## src/core/tmf_pkg.sv

```systemverilog
/*
 * tmf_pkg: shared constants and types for the timer channel status block.
 * assumes a 32-bit apb slave with byte addresses on word boundaries.
 */
package tmf_pkg;
  // register byte offsets
  localparam logic [7:0] TMF_OFF_STATUS = 8'h00;
  localparam logic [7:0] TMF_OFF_CTRL = 8'h04;
  localparam logic [7:0] TMF_OFF_COUNT = 8'h08;
  localparam logic [7:0] TMF_OFF_UPPER = 8'h0C;
  localparam logic [7:0] TMF_OFF_LOWER = 8'h10;
  localparam logic [7:0] TMF_OFF_CAPTURE = 8'h14;
  localparam logic [7:0] TMF_OFF_MASK = 8'h18;

  // status register bit positions
  localparam int TMF_BIT_WRAP = 7;
  localparam int TMF_BIT_ABOVE = 6;
  localparam int TMF_BIT_EQUAL = 5;
  localparam int TMF_BIT_EDGE = 4;
  localparam int TMF_BIT_CAPT = 3;
  localparam int TMF_BIT_BELOW = 2;
  localparam int TMF_NFLAGS = 5;

  // flags held in the status register, in cell order
  localparam int TMF_FLAG_POS [TMF_NFLAGS] = '{TMF_BIT_WRAP, TMF_BIT_ABOVE,
    TMF_BIT_EQUAL, TMF_BIT_CAPT, TMF_BIT_BELOW};

  // reset values, count maximum and external clock select code
  localparam logic [15:0] TMF_RST_COUNT = 16'h0000;
  localparam logic [15:0] TMF_RST_UPPER = 16'hFFFF;
  localparam logic [15:0] TMF_RST_LOWER = 16'h0000;
  localparam logic [15:0] TMF_COUNT_MAX = 16'hFFFF;
  localparam logic [7:0] TMF_RST_BYTE = 8'h00;
  localparam logic [2:0] TMF_CLK_EXT = 3'h7;

  // control register fields, msb to lsb of the low byte
  typedef struct packed {
    logic counter_start;
    logic [1:0] spare;
    logic capture_edge_select;
    logic measure_mode_select;
    logic [2:0] clock_source_select;
  } tmf_ctrl_t;

  // event strobes that set the flags, one cycle each except equal, held in timer mode while the count matches the upper limit
  typedef struct packed {
    logic wrap;
    logic above;
    logic equal;
    logic capt;
    logic below;
  } tmf_events_t;
endpackage : tmf_pkg

```

## src/core/tmf_edge_det.sv

```systemverilog
/*
 * tmf_edge_det: one-cycle pulse on the selected edge of a pin.
 * assumes the pin is already synchronous to mclk.
 */
`timescale 1ns/100ps
module tmf_edge_det (
  // clock and reset
  input wire logic mclk,
  input wire logic rst,
  // pin and edge choice, 1 = rising, 0 = falling
  input wire logic pin,
  input wire logic rise_sel,
  // result
  output logic edge_pulse
);
  logic prev_reg;

  // remember last level
  always_ff @(posedge mclk) begin
    if (rst) begin
      prev_reg <= 1'b0;
    end else begin
      prev_reg <= pin;
    end
  end

  // pick rising or falling transition
  assign edge_pulse = rise_sel ? (pin & ~prev_reg) : (~pin & prev_reg);
endmodule : tmf_edge_det

```

## src/core/tmf_flag_cell.sv

```systemverilog
/*
 * tmf_flag_cell: one sticky event flag, cleared by read-as-one then
 * write-zero. assumes read and write strobes mark completed transfers.
 */
`timescale 1ns/100ps
module tmf_flag_cell (
  // clock and reset
  input wire logic mclk,
  input wire logic rst,
  // hardware event
  input wire logic set_pulse,
  // software access to the status register
  input wire logic rd_done,
  input wire logic rd_value,
  input wire logic wr_done,
  input wire logic wr_value,
  // flag state
  output logic flag
);
  logic flag_reg;
  logic armed_reg;
  logic clr_ok;

  // clear only after the flag was read as one
  assign clr_ok = wr_done & ~wr_value & armed_reg;
  assign flag = flag_reg;

  // set wins over a clear in the same cycle
  always_ff @(posedge mclk) begin
    if (rst) begin
      flag_reg <= 1'b0;
      armed_reg <= 1'b0;
    end else begin
      flag_reg <= set_pulse | (flag_reg & ~clr_ok);
      if (rd_done) begin
        armed_reg <= rd_value & flag_reg;
      end else if (wr_done) begin
        armed_reg <= 1'b0;
      end
    end
  end
endmodule : tmf_flag_cell

```

## src/core/tmf_channel.sv

```systemverilog
/*
 * tmf_channel: one timer channel with its status flags, counter, limits,
 * capture and an interrupt output, reached over apb.
 * assumes pins ext_clock_pin and event_input_pin are synchronous to mclk.
 */
// The register offsets and register access over APB are this design's own decisions.
`timescale 1ns/100ps
module tmf_channel
  import tmf_pkg::*;
#(
  parameter int CNT_W = 16,
  parameter int PRE_W = 7
) (
  // clock and reset
  input wire logic mclk,
  input wire logic rst,
  // apb slave
  input wire logic psel,
  input wire logic penable,
  input wire logic pwrite,
  input wire logic [7:0] paddr,
  input wire logic [31:0] pwdata,
  output logic [31:0] prdata,
  output logic pready,
  output logic pslverr,
  // channel pins
  input wire logic ext_clock_pin,
  input wire logic event_input_pin,
  // interrupt
  output logic irq
);
  ////////////////////////////////////////////////////////////////////////////
  // register state
  logic [CNT_W-1:0] timer_count_reg;
  logic [CNT_W-1:0] upper_limit_compare_reg;
  logic [CNT_W-1:0] lower_limit_value_reg;
  logic [CNT_W-1:0] capture_value_reg;
  tmf_ctrl_t channel_control_reg;
  logic ext_clock_edge_select_reg;
  logic [7:0] int_mask_reg;
  logic [PRE_W-1:0] prescale_reg;
  logic meas_armed_reg;
  logic [31:0] prdata_reg;
  logic pready_reg;
  logic pslverr_reg;
  logic irq_reg;

  ////////////////////////////////////////////////////////////////////////////
  // apb decode
  logic acc_wait;
  logic xfer_done;
  logic wr_done;
  logic rd_done;
  logic hit_status;
  logic hit_ctrl;
  logic hit_count;
  logic hit_upper;
  logic hit_lower;
  logic hit_capture;
  logic hit_mask;
  logic addr_ok;
  logic [31:0] rd_mux;

  // access phase waits one cycle, then completes
  assign acc_wait = psel & penable & ~pready_reg;
  assign xfer_done = psel & penable & pready_reg;
  assign wr_done = xfer_done & pwrite;
  assign rd_done = xfer_done & ~pwrite;

  // address match
  assign hit_status = (paddr == TMF_OFF_STATUS);
  assign hit_ctrl = (paddr == TMF_OFF_CTRL);
  assign hit_count = (paddr == TMF_OFF_COUNT);
  assign hit_upper = (paddr == TMF_OFF_UPPER);
  assign hit_lower = (paddr == TMF_OFF_LOWER);
  assign hit_capture = (paddr == TMF_OFF_CAPTURE);
  assign hit_mask = (paddr == TMF_OFF_MASK);
  assign addr_ok = hit_status | hit_ctrl | hit_count | hit_upper |
                   hit_lower | hit_capture | hit_mask;

  ////////////////////////////////////////////////////////////////////////////
  // status byte and flags
  logic [TMF_NFLAGS-1:0] flag_vec;
  logic [TMF_NFLAGS-1:0] set_vec;
  logic [7:0] status_byte;
  logic [7:0] flag_byte;
  tmf_events_t ev;

  // the event struct packs msb first while the cells run in status
  // byte order from bit 7 down, so each strobe is routed by name
  assign set_vec[0] = ev.wrap;
  assign set_vec[1] = ev.above;
  assign set_vec[2] = ev.equal;
  assign set_vec[3] = ev.capt;
  assign set_vec[4] = ev.below;

  // assemble status byte, unused bits read zero
  // flag_byte holds the event flags only: the edge select is a setting
  // and must never raise the interrupt
  always_comb begin
    flag_byte = TMF_RST_BYTE;
    for (int i = 0; i < TMF_NFLAGS; i++) begin
      flag_byte[TMF_FLAG_POS[i]] = flag_vec[i];
    end
    status_byte = flag_byte;
    status_byte[TMF_BIT_EDGE] = ext_clock_edge_select_reg;
  end

  // one sticky cell per flag
  genvar g;
  generate
    for (g = 0; g < TMF_NFLAGS; g++) begin : g_flag
      tmf_flag_cell u_cell (
        .mclk(mclk),
        .rst(rst),
        .set_pulse(set_vec[g]),
        .rd_done(rd_done & hit_status),
        .rd_value(prdata_reg[TMF_FLAG_POS[g]]),
        .wr_done(wr_done & hit_status),
        .wr_value(pwdata[TMF_FLAG_POS[g]]),
        .flag(flag_vec[g])
      );
    end
  endgenerate

  // read data select
  assign rd_mux =
    hit_status ? {24'h000000, status_byte} :
    hit_ctrl ? {24'h000000, channel_control_reg} :
    hit_count ? {16'h0000, timer_count_reg} :
    hit_upper ? {16'h0000, upper_limit_compare_reg} :
    hit_lower ? {16'h0000, lower_limit_value_reg} :
    hit_capture ? {16'h0000, capture_value_reg} :
    hit_mask ? {24'h000000, int_mask_reg} : 32'h00000000;

  ////////////////////////////////////////////////////////////////////////////
  // mode, edges and count tick
  logic measure_mode;
  logic running;
  logic ext_sel;
  logic ext_edge;
  logic evt_edge;
  logic int_tick;
  logic tick;
  logic wrap_now;
  logic [PRE_W-1:0] pre_mask;

  function automatic logic [PRE_W-1:0] div_mask(input logic [2:0] sel);
    div_mask = PRE_W'((1 << sel) - 1);
  endfunction : div_mask

  assign measure_mode = channel_control_reg.measure_mode_select;
  assign running = channel_control_reg.counter_start;
  assign ext_sel = (channel_control_reg.clock_source_select == TMF_CLK_EXT);
  assign pre_mask = div_mask(channel_control_reg.clock_source_select);
  assign int_tick = ((prescale_reg & pre_mask) == pre_mask);
  assign tick = running & (ext_sel ? ext_edge : int_tick);
  assign wrap_now = tick & (timer_count_reg == TMF_COUNT_MAX);

  // external clock, bit 4 picks rising when one
  tmf_edge_det u_ext_edge (
    .mclk(mclk),
    .rst(rst),
    .pin(ext_clock_pin),
    .rise_sel(ext_clock_edge_select_reg),
    .edge_pulse(ext_edge)
  );

  // event input with the capture edge choice
  tmf_edge_det u_evt_edge (
    .mclk(mclk),
    .rst(rst),
    .pin(event_input_pin),
    .rise_sel(channel_control_reg.capture_edge_select),
    .edge_pulse(evt_edge)
  );

  ////////////////////////////////////////////////////////////////////////////
  // capture decisions
  logic cap_timer;
  logic meas_start;
  logic cap_meas;
  logic cap_now;

  assign cap_timer = running & ~measure_mode & evt_edge;
  assign meas_start = running & measure_mode & evt_edge & ~meas_armed_reg;
  assign cap_meas = running & measure_mode & evt_edge & meas_armed_reg;
  assign cap_now = cap_timer | cap_meas;

  // flag set strobes
  assign ev.wrap = wrap_now;
  assign ev.above = cap_meas &
    (timer_count_reg > upper_limit_compare_reg);
  assign ev.equal = ~measure_mode &
    (timer_count_reg == upper_limit_compare_reg);
  assign ev.capt = cap_now;
  assign ev.below = cap_meas &
    (timer_count_reg < lower_limit_value_reg);

  ////////////////////////////////////////////////////////////////////////////
  // counter and capture
  logic [CNT_W-1:0] count_next;

  // software write, measurement restart, stop clear, or count up
  always_comb begin
    count_next = timer_count_reg;
    if (!running && !measure_mode) begin
      count_next = TMF_RST_COUNT;
    end else if (measure_mode && evt_edge && running) begin
      count_next = TMF_RST_COUNT;
    end else if (tick) begin
      count_next = CNT_W'(timer_count_reg + 1'b1);
    end
    if (wr_done && hit_count && !measure_mode) begin
      count_next = pwdata[CNT_W-1:0];
    end
  end

  // count, capture and measurement phase
  always_ff @(posedge mclk) begin
    if (rst) begin
      timer_count_reg <= TMF_RST_COUNT;
      capture_value_reg <= TMF_RST_COUNT;
      meas_armed_reg <= 1'b0;
      prescale_reg <= '0;
    end else begin
      timer_count_reg <= count_next;
      prescale_reg <= PRE_W'(prescale_reg + 1'b1);
      if (cap_now) begin
        capture_value_reg <= timer_count_reg;
      end
      if (!running || !measure_mode) begin
        meas_armed_reg <= 1'b0;
      end else if (meas_start) begin
        meas_armed_reg <= 1'b1;
      end
    end
  end

  ////////////////////////////////////////////////////////////////////////////
  // software registers
  always_ff @(posedge mclk) begin
    if (rst) begin
      channel_control_reg <= tmf_ctrl_t'(TMF_RST_BYTE);
      ext_clock_edge_select_reg <= 1'b0;
      upper_limit_compare_reg <= TMF_RST_UPPER;
      lower_limit_value_reg <= TMF_RST_LOWER;
      int_mask_reg <= TMF_RST_BYTE;
    end else if (wr_done) begin
      if (hit_ctrl) begin
        channel_control_reg <= tmf_ctrl_t'(pwdata[7:0]);
      end
      if (hit_status) begin
        ext_clock_edge_select_reg <= pwdata[TMF_BIT_EDGE];
      end
      if (hit_upper) begin
        upper_limit_compare_reg <= pwdata[CNT_W-1:0];
      end
      if (hit_lower) begin
        lower_limit_value_reg <= pwdata[CNT_W-1:0];
      end
      if (hit_mask) begin
        int_mask_reg <= pwdata[7:0];
      end
    end
  end

  ////////////////////////////////////////////////////////////////////////////
  // apb answer and interrupt
  always_ff @(posedge mclk) begin
    if (rst) begin
      prdata_reg <= 32'h00000000;
      pready_reg <= 1'b0;
      pslverr_reg <= 1'b0;
      irq_reg <= 1'b0;
    end else begin
      pready_reg <= acc_wait;
      pslverr_reg <= acc_wait & ~addr_ok;
      if (acc_wait && !pwrite) begin
        prdata_reg <= rd_mux;
      end
      irq_reg <= |(flag_byte & int_mask_reg);
    end
  end

  assign prdata = prdata_reg;
  assign pready = pready_reg;
  assign pslverr = pslverr_reg;
  assign irq = irq_reg;
endmodule : tmf_channel

```

## config.mk

```make
export PLATFORM = sky130hd
export DESIGN_NAME = tmf_channel
export DESIGN_NICKNAME = d
export VERILOG_FILES = /design/src/core/tmf_pkg.sv /design/src/core/tmf_edge_det.sv /design/src/core/tmf_flag_cell.sv /design/src/core/tmf_channel.sv
export SDC_FILE = /design/constraint.sdc
export NUM_CORES = 1
export LEC_CHECK = 0
export BUFFER_PORTS_ARGS = -buffer_cell sky130_fd_sc_hd__buf_2
export CAP_MARGIN = 15
export CORE_AREA = 2 2 136 138
export CTS_CLUSTER_SIZE = 16
export DETAILED_ROUTE_END_ITERATION = 10
export DIE_AREA = 0 0 138 140
export PLACE_DENSITY = 0.57
export SLEW_MARGIN = 10
export SYNTH_ARGS = -nofsm -noshare
export SYNTH_HDL_FRONTEND = slang
export SYNTH_SLANG_ARGS = --single-unit
```

## constraint.sdc

```tcl
create_clock -name mclk -period 7.9 [get_ports mclk]
set_input_delay 0.395 -clock mclk [delete_from_list [all_inputs] [get_ports mclk]]
set_output_delay 0.395 -clock mclk [all_outputs]
set_load 0.02 [all_outputs]
```

# Word-level counts from Yosys, hierarchy flattened
# Index checks and enable logic that the tools add are counted.
totals:
  register_bits: 136
  input_bits: 47
  output_inout_bits: 35
  wordCells: 161
op_classes:
  addsub: 3
  magnitude_cmp: 2
  n_eq_ne: 10
  n_shift: 1
  n_mux: 20
  bitwise_logic: 76
  reduce_logical: 20
op_table:
  columns: ["cell", "count"]
  rows:
  - ["16-bit two-way mux", 10]
  - ["1-bit bitwise AND", 43]
  - ["8-bit by 5-bit == test with 1-bit output, second input constant", 3]
  - ["1-bit inverter", 19]
  - ["16-bit by 1-bit adder with 16-bit output, second input constant", 1]
  - ["16-bit == test", 1]
  - ["16-bit == test, second input constant", 1]
  - ["8-bit by 4-bit == test with 1-bit output, second input constant", 2]
  - ["16-bit greater-than comparator", 1]
  - ["16-bit < comparator", 1]
  - ["1-bit OR", 12]
  - ["2-bit AND reduction", 5]
  - ["1-bit two-way mux", 9]
  - ["8-bit bitwise AND", 1]
  - ["8-bit by 3-bit == test with 1-bit output, second input constant", 1]
  - ["8-bit zero test", 1]
  - ["8-bit two-way mux", 1]
  - ["8-bit OR reduction", 1]
  - ["7-bit by 1-bit adder with 7-bit output, second input constant", 1]
  - ["7-bit bitwise AND", 1]
  - ["7-bit == test", 1]
  - ["1-bit by 3-bit left shift with 7-bit output, first input constant", 1]
  - ["7-bit by 2-bit subtractor with 7-bit output, second input constant", 1]
  - ["1-bit logical AND", 6]
  - ["other kinds (6)", 8]

# Longest topological paths before layout
# Gate-level depths: netlist of the first run.
depth:
  word_depth: 10
  depth_mapped: 11
  depth_no_buf: 9

# Hierarchy
# Synthesis of the first run repeated with hierarchy kept, for this count alone.
hier_totals:
  cells_unflattened: 787
  hier_area_um2: 6637.6
by_module_without_submodules:
  columns: ["module", "n_inst", "cells_each", "area_each_um2"]
  rows:
  - ["tmf_channel", 1, 737, 6152.2]
  - ["tmf_flag_cell", 5, 8, 77.6]
  - ["tmf_edge_det", 2, 5, 48.8]

# Worst setup path after synthesis of the first run
# OpenSTA, ideal clock, no wires.
synth_timing:
  path_kind: "reg2reg"
  from: "register channel_control_reg[1] (netlist bit)"
  to: "register timer_count_reg[8]"
  setup_ns: 0.139
  arrival_ns: 2.363
  t_required_ns: 7.761
  slack_ns: 5.399
  stages_incl_launch_ff: 11
  path_buffers: 2
  path_cell_list: "dfxtp_1 > clkbuf_1 > or3_1 > ha_1 > nor4b_1 > a311oi_1 > o221ai_1 > o21a_1 > clkbuf_1 > o31ai_1 > a211oi_1"
synth_between:
  elab_chain_len: 7
synth_lines:
  columns: ["item", "line_no", "text"]
  rows:
  - ["start, declared", "tmf_channel.sv:38", "tmf_ctrl_t channel_control_reg;"]
  - ["start signal, assigned", "tmf_channel.sv:244", "channel_control_reg <= tmf_ctrl_t'(TMF_RST_BYTE);"]
  - ["start signal, assigned", "tmf_channel.sv:251", "channel_control_reg <= tmf_ctrl_t'(pwdata[7:0]);"]
  - ["1-bit by 3-bit left shift with 7-bit output", "tmf_channel.sv:149", "div_mask = PRE_W'((1 << sel) - 1);"]
  - ["7-bit by 2-bit subtractor with 7-bit output", "tmf_channel.sv:149", null]
  - ["7-bit bitwise AND", "tmf_channel.sv:156", "assign int_tick = ((prescale_reg & pre_mask) == pre_mask);"]
  - ["7-bit == test", "tmf_channel.sv:156", null]
  - ["1-bit two-way mux *", "tmf_channel.sv:157", "assign tick = running & (ext_sel ? ext_edge : int_tick);"]
  - ["1-bit bitwise AND *", "tmf_channel.sv:157", null]
  - ["4-bit nonzero test (no source line) *", null, null]
  - ["end signal, assigned", "tmf_channel.sv:227", "timer_count_reg <= count_next;"]
  - ["end, declared", "tmf_channel.sv:34", "logic [CNT_W-1:0] timer_count_reg;"]
# Every way passes the cells marked *; elsewhere a longest branch is shown, timed or not.
# A chain may end at the register's enable or synchronous reset.

# Final worst setup path of the first run
layout_timing:
  from: "register channel_control_reg[1] (netlist bit)"
  to: "register timer_count_reg[11]"
# Same word-level chain as after synthesis.

==> impl_results.md, run 1 <==
- Post-route minimum period: 3.14 ns
- Final instance area: 0.00762 mm^2
- Site row count: 49
- Startpoint type of the worst setup path: flip-flop
- # DRC: 0
- Slew Viols, Final: 0
- Via/cell ratio: 5.55
- Synth area leader: dfxtp_1
- Reg-to-reg startpoint: channel_control_reg[1]
- Vias in the first global route: 5353
- WHS: 0.207 ns
- Htree depth: 4
- Buffers on Ports: 49
- Synth Area in Adders: 6.37%
- Fill count: 1768
- First-pass detailed-route iteration total: 7
- EDFF count, synth: 0
- Synth Flop Type: dfxtp_1
- Critical path arrival: 3.47 ns
- Share of the synthesized area in the top cell type: 36.0%
- CP Capture Type: flip-flop
- Total routed wirelength: 20100 um
- Wire per inst: 19.1 um
- Starting Density: 37.6%
- Layout cells sized above 1: 13.4%
- Slew headroom: 20.5%
- Reg clk slew, reported paths: 0.05 ns
- Die ar.: 0.0193 mm^2
- Most frequent cells in the layout: 120 x dfxtp_1, 116 x nor2_1, 51 x mux2i_1
- Synth cell types: 79
- Worst Skew: 0.00615 ns
- Maximum vdd ir drop: 0.000126 V
- Run status: completed
- XOR/XNOR Fraction of Synth Area: 1.05%
- DIE HEIGHT: 140 um
- Hold bufs inserted after CTS: 0
- Via Count: 5838
- Synthesized cell area: 0.00668 mm^2
- Largest family of logic cells by synthesized area: compound AO/OA/AOI/OAI gates
- Area contributors post-synth: dfxtp_1 36%, mux2i_1 7.6%, nor2_1 6.5%
- Hold Crit Start: pwdata[14]
- Worst EP required: 8.23 ns
- Antenna violations before repair: 0
- Initial DRC Count: 585
- PD cells: 200 mW/mm^2
- RSZ-0062 raised after global routing: false
- Ports: 82
- Largest net degree at the start of global routing: 88
- Commonest non-fill, non-tap cell in the layout: dfxtp_1
- Leak: 3.26 nW
- Crit share post-route: 39.8%
- FFs w/ async S/R, synth: 0%
- Synth Area in Compound Gates: 20.6%
- Worst Setup Slack, final: 4.76 ns
- Overall Global Routing Usage: 20.8%
- Final setup violation count: 0
- Gates resized, CTS repair: 0
- Mux contribution to synthesized area: 9.49%
- Post-Syn Area per Cell: 8.51 um^2
- Overflow after GRT: 0
- DP Worst Slack: 4.67 ns
- Layout area overhead: 14.0%
- Antenna diode count: 0
- NumNets Final: 890
- Number of synthesized register bits: 120
- Die W: 138 um
- Reg area: 0.00240 mm^2
- Critical path peak fanout: 18
- Kind of critical path: reg -> reg
- Worst-Margin Slew: 1.18 ns
- Post-Synthesis Cells: 785
- CORE AREA: 0.0178 mm^2
- CTS Buffer Depth: 2
- Yosys warns: 0
- Clock sinks: 120
- Simple-gate share of the synthesized area: 18.7%
- HPWL after DPL: 14000 um
- Max Cap Viol: 0
- CTS tree: done
- Setup TNS: 0 ns
- Cts bufs inserted: 17
- Root buffer cell: clkbuf_16
- GPL Wtd Cong: 0.855
- Register area share after synthesis: 36.0%
- Crit path from: channel_control_reg[1]
- ANT nets after route: 0
- Tot Pwr: 1.53 mW
- Multi-input logic area: 0.00382 mm^2
- Setup bufs post-CTS: 0
- Min-Delay Path Class: in -> reg
- Maximum clock rate: 0.318 GHz
- Area of placed instances: 0.00698 mm^2
- Global-route wire length before repair: 31300 um
- Final hold vios: 0
- Skew-Pair Late Insertion Delay: 0.42 ns
## final timing paths
path / end / depth (start not counted) / slack [ns]
worst min register to register: prdata[10] / 2 / 0.45
worst max register to register: timer_count_reg[11] / 8 / 4.76
worst max-delay path: timer_count_reg[11] / 8 / 4.76
worst min-delay path: upper_limit_compare_reg[14] / 2 / 0.21
## cell families after synthesis
family                   count (synthesis)
XOR/XNOR                                 8
flip-flops                             120
multiplexers                            60
adder cells (fa/ha/maj)                 34
AND/OR/NAND/NOR                        256
buffers and inverters                  110
other                                    1
AO/OA/AOI/OAI                          196
## through the flow
stage	utilization (%)	std cells
2_1_floorplan	-	800
3_3_place_gp	39.3	1019
3_5_place_dp	39.3	1019
4_1_cts	42.8	1051
5_1_grt	42.8	1051
6_report	42.8	1051
## cell usage after synthesis, types with 4 or more instances
cell type / number
nor2_1: 116
o211ai_1: 4
mux2_2: 7
nor3b_1: 5
a22o_1: 4
xnor2_1: 5
a21oi_1: 49
a211oi_1: 12
or3_1: 5
buf_2: 7
dfxtp_1: 120
a211o_1: 16
nand4b_1: 5
nor2b_1: 13
a221oi_1: 4
a31oi_1: 4
and3_1: 6
a222oi_1: 5
clkbuf_1: 34
ha_1: 34
o21ai_0: 22
nand3_1: 12
nor3_1: 8
mux2i_1: 51
nand2b_1: 7
nand4_1: 7
o31ai_1: 11
o21a_1: 4
buf_4: 22
nor4_1: 5
a21o_1: 12
a22oi_1: 17
inv_1: 42
nand2_1: 45
## worst max-delay path, cell delays in order, from the launching register on
cell and delay (ns):
dfxtp_1 0.42, or3_1 0.39, ha_1 0.27, nor4b_1 0.16
a311oi_1 0.21, o221ai_1 0.31, o211ai_2 0.87, a21oi_1 0.16
a211oi_1 0.25
## metal layers
layer,track usage (%),wire (um)
met1,29.6,9580
met2,30.0,8490
met3,4.75,1400
met4,9.24,641
met5,0,0
## report_power, final
group / internal (mW) / switching (mW)
Sequential: 0.608 / 0.00197
Clock: 0.557 / 0.287
Combinational: 0.0203 / 0.0527
Total: 1.19 / 0.341
## area by class of cell
type	count	area share, %
clock inverters	13	2.66
inverters	42	2.07
repair buffers	58	4.14
clock buffers	19	5.68
well taps	229	3.76
flip-flops and latches	120	31.5
multi-input cells	570	50.1
(Power assumes the default switching activity.)
==> inputs of run 2 (changes only) <==
ABC_AREA = 1   (was not set)
CORE_AREA = 2 2 137 139   (was 2 2 136 138)
DIE_AREA = 0 0 139 141   (was 0 0 138 140)
PLACE_DENSITY = 0.56   (was 0.57)
clock period = 3.1 ns   (was 7.9 ns; I/O delays follow)
==> run 2 against run 1 <==
  * Sequential power rose to 2.5 times the previous value
  * Count of clock-buffer cells in the layout did not move
  * Core utilization barely moved
  * Non-clock buffer count rose by 11
  * Register-to-register slack got worse by 3.8 ns
  * Critical endpoint is now g_flag[0].u_cell.flag
  * Sequential share of layout area fell by 0.84 points
  * Synthesized cell count rose by 24%
  * Area after synthesis rose by 1.3%
  * Setup slack got worse by 3.8 ns
  * Critical path depth rose by 1
  * Flip-flop and latch count did not move
  * Highest routed layer unchanged
==> impl_results.md, run 2 <==
- R2R Setup Slk: 0.91 ns (-3.84 ns)
- Global-route wire length before repair: 31900 um (+2.0%)
- Htree depth: 4 (unchanged)
- Gates resized, CTS repair: 0 (unchanged)
- FFs w/ async S/R, synth: 0% (unchanged)
- Worst path most repeated cell: nand3_1
- Max Cap Viol: 0 (unchanged)
- Most common cell in the netlist: nand2_1
- Slowest stage delay, CP: 0.48 ns (-0.39 ns)
- Final hold vios: 0 (unchanged)
- Met3 usage: 3.77% (-0.98 points)
- Total routed wirelength: 20000 um (-0.62%)
- Die ar.: 0.0196 mm^2 (+1.4%)
- Share of the synthesized area in the top cell type: 35.5% (-0.47 points)
- GPL Wtd Cong: 0.895 (+4.6%)
- Kind of critical path: reg -> reg
- Final setup violation count: 0 (unchanged)
- Cts bufs inserted: 17 (unchanged)
- Post-Synthesis Cells: 977 (+24%)
- Antenna diode count: 0 (unchanged)
- Startpoint type of the worst setup path: flip-flop
- Maximum vdd ir drop: 0.000381 V (+200%)
- Overflow after GRT: 0 (unchanged)
- Via/cell ratio: 5.07 (-8.7%)
- Site row count: 50 (+2.0%)
- Wire per inst: 15.7 um (-18%)
- Clock sinks: 120 (unchanged)
- Crit path from: timer_count_reg[1]
- Family with the most delay on the worst path: simple AND/OR/NAND/NOR gates
- Synth Flop Type: dfxtp_1
- First-pass detailed-route iteration total: 5 (-2)
- Slowest CP cell: dfxtp_1
- Antenna violations before repair: 0 (unchanged)
- Layout area overhead: 15.6%
- Setup TNS: 0 ns (unchanged)
- Crit path buf inv count: 1 (+1)
- # DRC: 0 (unchanged)
- Vias in the first global route: 5820 (+8.7%)
- Fill count: 1894 (+7.1%)
- PD cells: 484 mW/mm^2 (+140%)
- Ports: 82 (unchanged)
- Area contributors post-synth: dfxtp_1 35%, nand2_1 12%, a21oi_1 8.8%
- Synth cell types: 43 (-46%)
- Run status: completed
- EDFF count, synth: 0 (unchanged)
- Cells along the critical path: ha_1, nand2_1, nor2_2, nand3_1, inv_1, nand3_1, nor3_1, nand4_1, a21oi_1
- Commonest cells in the netlist: 212 x nand2_1, 120 x dfxtp_1, 119 x a21oi_1
- Number of synthesized register bits: 120 (unchanged)
- RSZ-0062 raised after global routing: false
- CP Depth: 9 (+1)
- Min-Delay Path Class: in -> reg
- Layout cells sized above 1: 12.2% (-1.2 points)
- Crit share post-route: 70.6% (+31 points)
- ANT nets after route: 0 (unchanged)
- Skew-Pair Late Insertion Delay: 0.43 ns (about the same)
- Register area share after synthesis: 35.5% (-0.47 points)
- Worst-Margin Slew: 0.715 ns (-0.468 ns)
- Crit path capture: g_flag[0].u_cell.flag
- Largest net degree at the start of global routing: 55 (-38%)
- Yosys warns: 0 (unchanged)
- DP Worst Slack: 0.911 ns (-3.76 ns)
- Maximum clock rate: 0.457 GHz (+44%)
- Worst EP required: 3.45 ns (-4.78 ns)
- CP Capture Type: flip-flop
- CTS Buffer Depth: 2 (unchanged)
- Most frequent cells in the layout: 212 x nand2_1, 120 x dfxtp_1, 118 x a21oi_1
- Worst Setup Slack, final: 0.912 ns (-3.84 ns)
- Root buffer cell: clkbuf_16
- Global routing's busiest layer: met2
- Reg clk slew, reported paths: 0.05 ns (about the same)
- Critical path peak fanout: 7 (-11)
- Grt met2 use: 32.6% (+2.5 points)
- NumNets Final: 1105 (+24%)
- Post-route minimum period: 2.19 ns (-0.957 ns)
- Die W: 139 um (+0.72%)
- DIE HEIGHT: 141 um (+0.71%)
- Slew Viols, Final: 0 (unchanged)
- Met1 usage: 28.5% (-1.1 points)
- Initial DRC Count: 506 (-14%)
- Starting Density: 37.1% (-0.52 points)
- Reg-to-reg startpoint: timer_count_reg[1]
- Synthesized cell area: 0.00677 mm^2 (+1.3%)
- Overall Global Routing Usage: 20.7% (-0.066 points)
- Via Count: 6444 (+10%)
- Commonest non-fill, non-tap cell in the layout: nand2_1
- Critical path arrival: 2.54 ns (-0.93 ns)
- CORE AREA: 0.0183 mm^2 (+2.7%)
- RR Endpoint: g_flag[0].u_cell.flag
- Worst Reg-to-Reg Cells: 9 (+1)
- Post-Syn Area per Cell: 6.93 um^2 (-19%)
- Slew headroom: 51.9% (+31 points)
- Buffers on Ports: 49 (unchanged)
- Leak: 3.36 nW (+2.9%)
- Worst Skew: 0.0129 ns (+0.00674 ns)
- Synth area leader: dfxtp_1
- Setup bufs post-CTS: 0 (unchanged)
- CTS tree: done
- HPWL after DPL: 14700 um (+5.1%)
==> run 2: cell types whose count changed after synthesis, moves of 51 or more <==
| cell | before | now |
|---|---|---|
| mux2i_1 | 51 | 0 |
| a21oi_1 | 49 | 119 |
| nand2_1 | 45 | 212 |
| nor2_1 | 116 | 65 |
| o21ai_0 | 22 | 79 |
| inv_1 | 42 | 114 |
==> run 2: timing repair <==
action                                  in CTS  in global routing
hold buffers                                12                  0
endpoints found under the setup margin       0                  0
endpoints found under the hold margin       13                  0
==> run 2: worst min-delay path by stage <==
| stage | startpoint | to | slack, ns | depth (start not counted) |
|---|---|---|---|---|
| after CTS | pwdata[13] | upper_limit_compare_reg[13] | 0.003 | 3 |
| after floorplan | rst | pready | 0.24 | 1 |
| final | pwdata[13] | upper_limit_compare_reg[13] | 0.008 | 3 |
| after global routing | pwdata[6] | upper_limit_compare_reg[6] | 0.01 | 3 |
| after detailed placement | ext_clock_pin | u_ext_edge.prev_reg | 0.40 | 3 |
| after global placement | ext_clock_pin | u_ext_edge.prev_reg | 0.39 | 3 |
==> run 2: power by group <==
group / internal, mW / switching (mW) / total (mW)
Combinational: 0.0415 / 0.105 / 0.146
Clock: 1.34 / 0.746 / 2.09
Sequential: 1.55 / 0.00341 / 1.55
Total: 2.93 / 0.854 / 3.78
==> run 2: kinds of logic (layout without fill, tap and decap cells) <==
group | after synthesis | in the layout | synth area share [%]
and+or+nand+nor | 386 | 386 | 25.2
other | 1 | 16 | 0.0554
adders and majority gates | 34 | 34 | 6.28
buffers and inverters | 180 | 224 | 11.8
AOI/OAI and AO/OA | 253 | 253 | 20.7
xor gates and xnor gates | 3 | 3 | 0.388
DFF | 120 | 120 | 35.5
==> run 2: per-layer routing <==
metal | wire length (um) | part of all wire [%] | up-vias
met4 | 500 | 2.5 | 0
met1 | 9550 | 48 | 2965
met3 | 875 | 4.4 | 34
li1 | - | - | 3309
met2 | 9060 | 45 | 136
met5 | 0 | 0 | -
==> run 2: stage by stage <==
step / hold slack (ns) / utilization, % / area [um^2] / total power, mW / cells
floorplan: 0.239 / - / 6830 / 1.68 / 992
global placement: 0.388 / 38.8 / 7090 / 1.72 / 1227
detailed placement: 0.402 / 38.8 / 7090 / 1.72 / 1227
CTS: 0.00304 / 42.8 / 7820 / 3.81 / 1270
global route: 0.0133 / 42.8 / 7820 / 3.90 / 1270
finish: 0.00805 / 42.8 / 7820 / 3.78 / 1270
==> run 2: final cells by class <==
class	count	area, um^2	area share (%)
multi-input combinational	692	3630	46.4
sequential	120	2400	30.7
inverter	124	467	5.97
clock buffer	19	433	5.53
timing repair buffer	69	425	5.44
tap	234	293	3.74
clock inverter	12	176	2.25
==> run 2: tightest hold or removal path: stages <==
cell and delay, ns:
buf_2 0.12, nand2_1 0.06, o211ai_1 0.06
==> inputs of run 3 (changes only) <==
clock period = 2.2 ns   (was 3.1 ns; I/O delays follow)
==> run 3 against run 2 <==
  * Critical path depth up 6
  * Hold slack better by 0.037 ns
  * Largest cell class unchanged
  * Critical path type unchanged
  * Routed wire length is 4.7% higher
  * Highest routed layer unchanged
  * Die area unchanged
  * Sequential power grew 41%
  * Core utilization grew 1.4 points
  * Global-route usage is 0.75 points higher
==> impl_results.md, run 3 (synthesis results as in run 2) <==
- NumNets Final: 1139 (+3.1%)
- Slew Viols, Final: 0 (unchanged)
- Wire per inst: 16.0 um (+1.9%)
- Slowest CP cell: dfxtp_2
- Family with the most delay on the worst path: simple AND/OR/NAND/NOR gates
- Cts bufs inserted: 17 (unchanged)
- DIE HEIGHT: 141 um (unchanged)
- Skew-Pair Late Insertion Delay: 0.43 ns (about the same)
- Slew headroom: 62.9% (+11 points)
- Post-Place Cells: 1253 (+2.1%)
- Antenna diode count: 0 (unchanged)
- GPL Wtd Cong: 0.934 (+4.4%)
- Die W: 139 um (unchanged)
- Site row count: 50 (unchanged)
- Reg clk slew, reported paths: 0.06 ns (about the same)
- Vias in the first global route: 6127 (+5.3%)
- Non-Filler Instances: 1305 (+2.8%)
- Final hold vios: 0 (unchanged)
- Startpoint type of the worst setup path: flip-flop
- Critical path arrival: 2.34 ns (-0.20 ns)
- Maximum vdd ir drop: 0.000542 V (+42%)
- Cells along the critical path: nor2_4, nand2_2, ha_1, inv_1, nand2_1, nand2_1, nor2_1, nand2_1, nor2_1, nand3_1, nand2_4, nand2_8, nand2_8, nand2_1, a21oi_1
- Run status: completed
- Overflow after GRT: 0 (unchanged)
- Kind of critical path: reg -> reg
- Total routed wirelength: 20900 um (+4.7%)
- Clock sinks: 120 (unchanged)
- Layout area overhead: 19.3%
- Worst Skew: 0.0103 ns (-0.00263 ns)
- Largest net degree at the start of global routing: 55 (unchanged)
- Antenna violations before repair: 0 (unchanged)
- Buffers on Ports: 49 (unchanged)
- Layout cells sized above 1: 14.4% (+2.2 points)
- PD cells: 628 mW/mm^2 (+30%)
- Commonest non-fill, non-tap cell in the layout: nand2_1
- Area of placed instances: 0.00729 mm^2 (+2.8%)
- CP Capture Type: flip-flop
- Initial DRC Count: 572 (+13%)
- Worst-Margin Slew: 0.556 ns (-0.159 ns)
- Setup bufs post-CTS: 0 (unchanged)
- Htree depth: 4 (unchanged)
- ANT nets after route: 0 (unchanged)
- Critical path peak fanout: 16 (+9)
- Min-Delay Path Class: in -> reg
- Slowest stage delay, CP: 0.36 ns (-0.12 ns)
- Setup TNS: 0 ns (unchanged)
- Ports: 82 (unchanged)
- Worst path most repeated cell: nand2_1
- Crit share post-route: 90.7% (+20 points)
- Leak: 3.49 nW (+4.1%)
- HPWL after DPL: 15500 um (+5.5%)
- First-pass detailed-route iteration total: 5 (unchanged)
- Final instance area: 0.00807 mm^2 (+3.2%)
- Post-route minimum period: 2.00 ns (-0.192 ns)
- CORE AREA: 0.0183 mm^2 (unchanged)
- Die ar.: 0.0196 mm^2 (unchanged)
- Overall Global Routing Usage: 21.5% (+0.75 points)
- Fill count: 1914 (+1.1%)
- Global-route wire length before repair: 33100 um (+3.6%)
- CTS tree: done
- DP Worst Slack: 0.0934 ns (-0.817 ns)
- Worst Setup Slack, final: 0.204 ns (-0.708 ns)
- Root buffer cell: clkbuf_16
- Crit path buf inv count: 1 (unchanged)
- RSZ-0062 raised after global routing: false
- CTS Buffer Depth: 2 (unchanged)
- # DRC: 0 (unchanged)
- Starting Density: 37.1% (unchanged)
- Final setup violation count: 0 (unchanged)
- Worst EP required: 2.55 ns (-0.90 ns)
- Max Cap Viol: 0 (unchanged)
- Via/cell ratio: 5.08 (about the same)
- Maximum clock rate: 0.501 GHz (+9.6%)
- WHS: 0.0455 ns (+0.0375 ns)
- Most frequent cells in the layout: 212 x nand2_1, 119 x dfxtp_1, 118 x a21oi_1
- Via Count: 6624 (+2.8%)
## run 3: cell types whose count changed in the layout (fill, tap and decap cells not counted), sizes merged
cell,delta
clkbuf,+2
clkinvlp,+4
dlygate4sd3,+8
bufinv,-3
buf,+26
clkinv,-2
## run 3: power breakdown
| part | switching (mW) | internal (mW) |
|---|---|---|
| sequential | 0.00488 | 2.18 |
| clock | 1.05 | 1.61 |
| combinational | 0.151 | 0.0701 |
## run 3: worst paths after layout
kind,to,from,slack [ns],cells past startpoint
setup reg to reg,timer_count_reg[3],channel_control_reg[0],0.20,15
hold / removal,g_flag[3].u_cell.armed_reg,pwrite,0.05,4
hold reg to reg,prescale_reg[0],prescale_reg[0],0.45,1
setup / recovery,timer_count_reg[3],channel_control_reg[0],0.20,15
## run 3: cell type report
cell class	instances	area, um^2	share of cell area, %
flip-flops and latches	120	2400	29.8
multi-input cells	692	3650	45.2
clock inverters	11	98.8	1.22
repair buffers	103	701	8.68
clock buffers	21	460	5.70
inverters	124	467	5.78
well taps	234	293	3.63
## run 3: layer usage
metal	GRT usage [%]	routed length [um]	vias to the layer above
met5	0	0	-
met4	7.39	453	0
met3	4.96	1120	32
met2	35.0	9680	177
met1	28.1	9680	3047
li1	-	-	3368
## run 3: timing repair
item,in CTS,in global routing
hold buffers,20,0
hold endpoints to repair,28,0
setup endpoints to repair,0,16
resized for setup,0,4
## run 3: worst reg2reg max path, stage by stage (launching register included)
cell and delay (ns):
dfxtp_2 0.36, nor2_4 0.13, nand2_2 0.06, ha_1 0.27, inv_1 0.03, nand2_1 0.04
nand2_1 0.04, nor2_1 0.08, nand2_1 0.06, nor2_1 0.11, nand3_1 0.13, nand2_4 0.13
nand2_8 0.12, nand2_8 0.16, nand2_1 0.06, a21oi_1 0.14
## run 3: per-stage QoR
step | util, % | power (mW)
finish | 44.2 | 5.07
global route | 44.2 | 5.22
CTS | 44.1 | 5.11
detailed placement | 39.9 | 2.43
global placement | 39.9 | 2.43
floorplan | - | 2.37
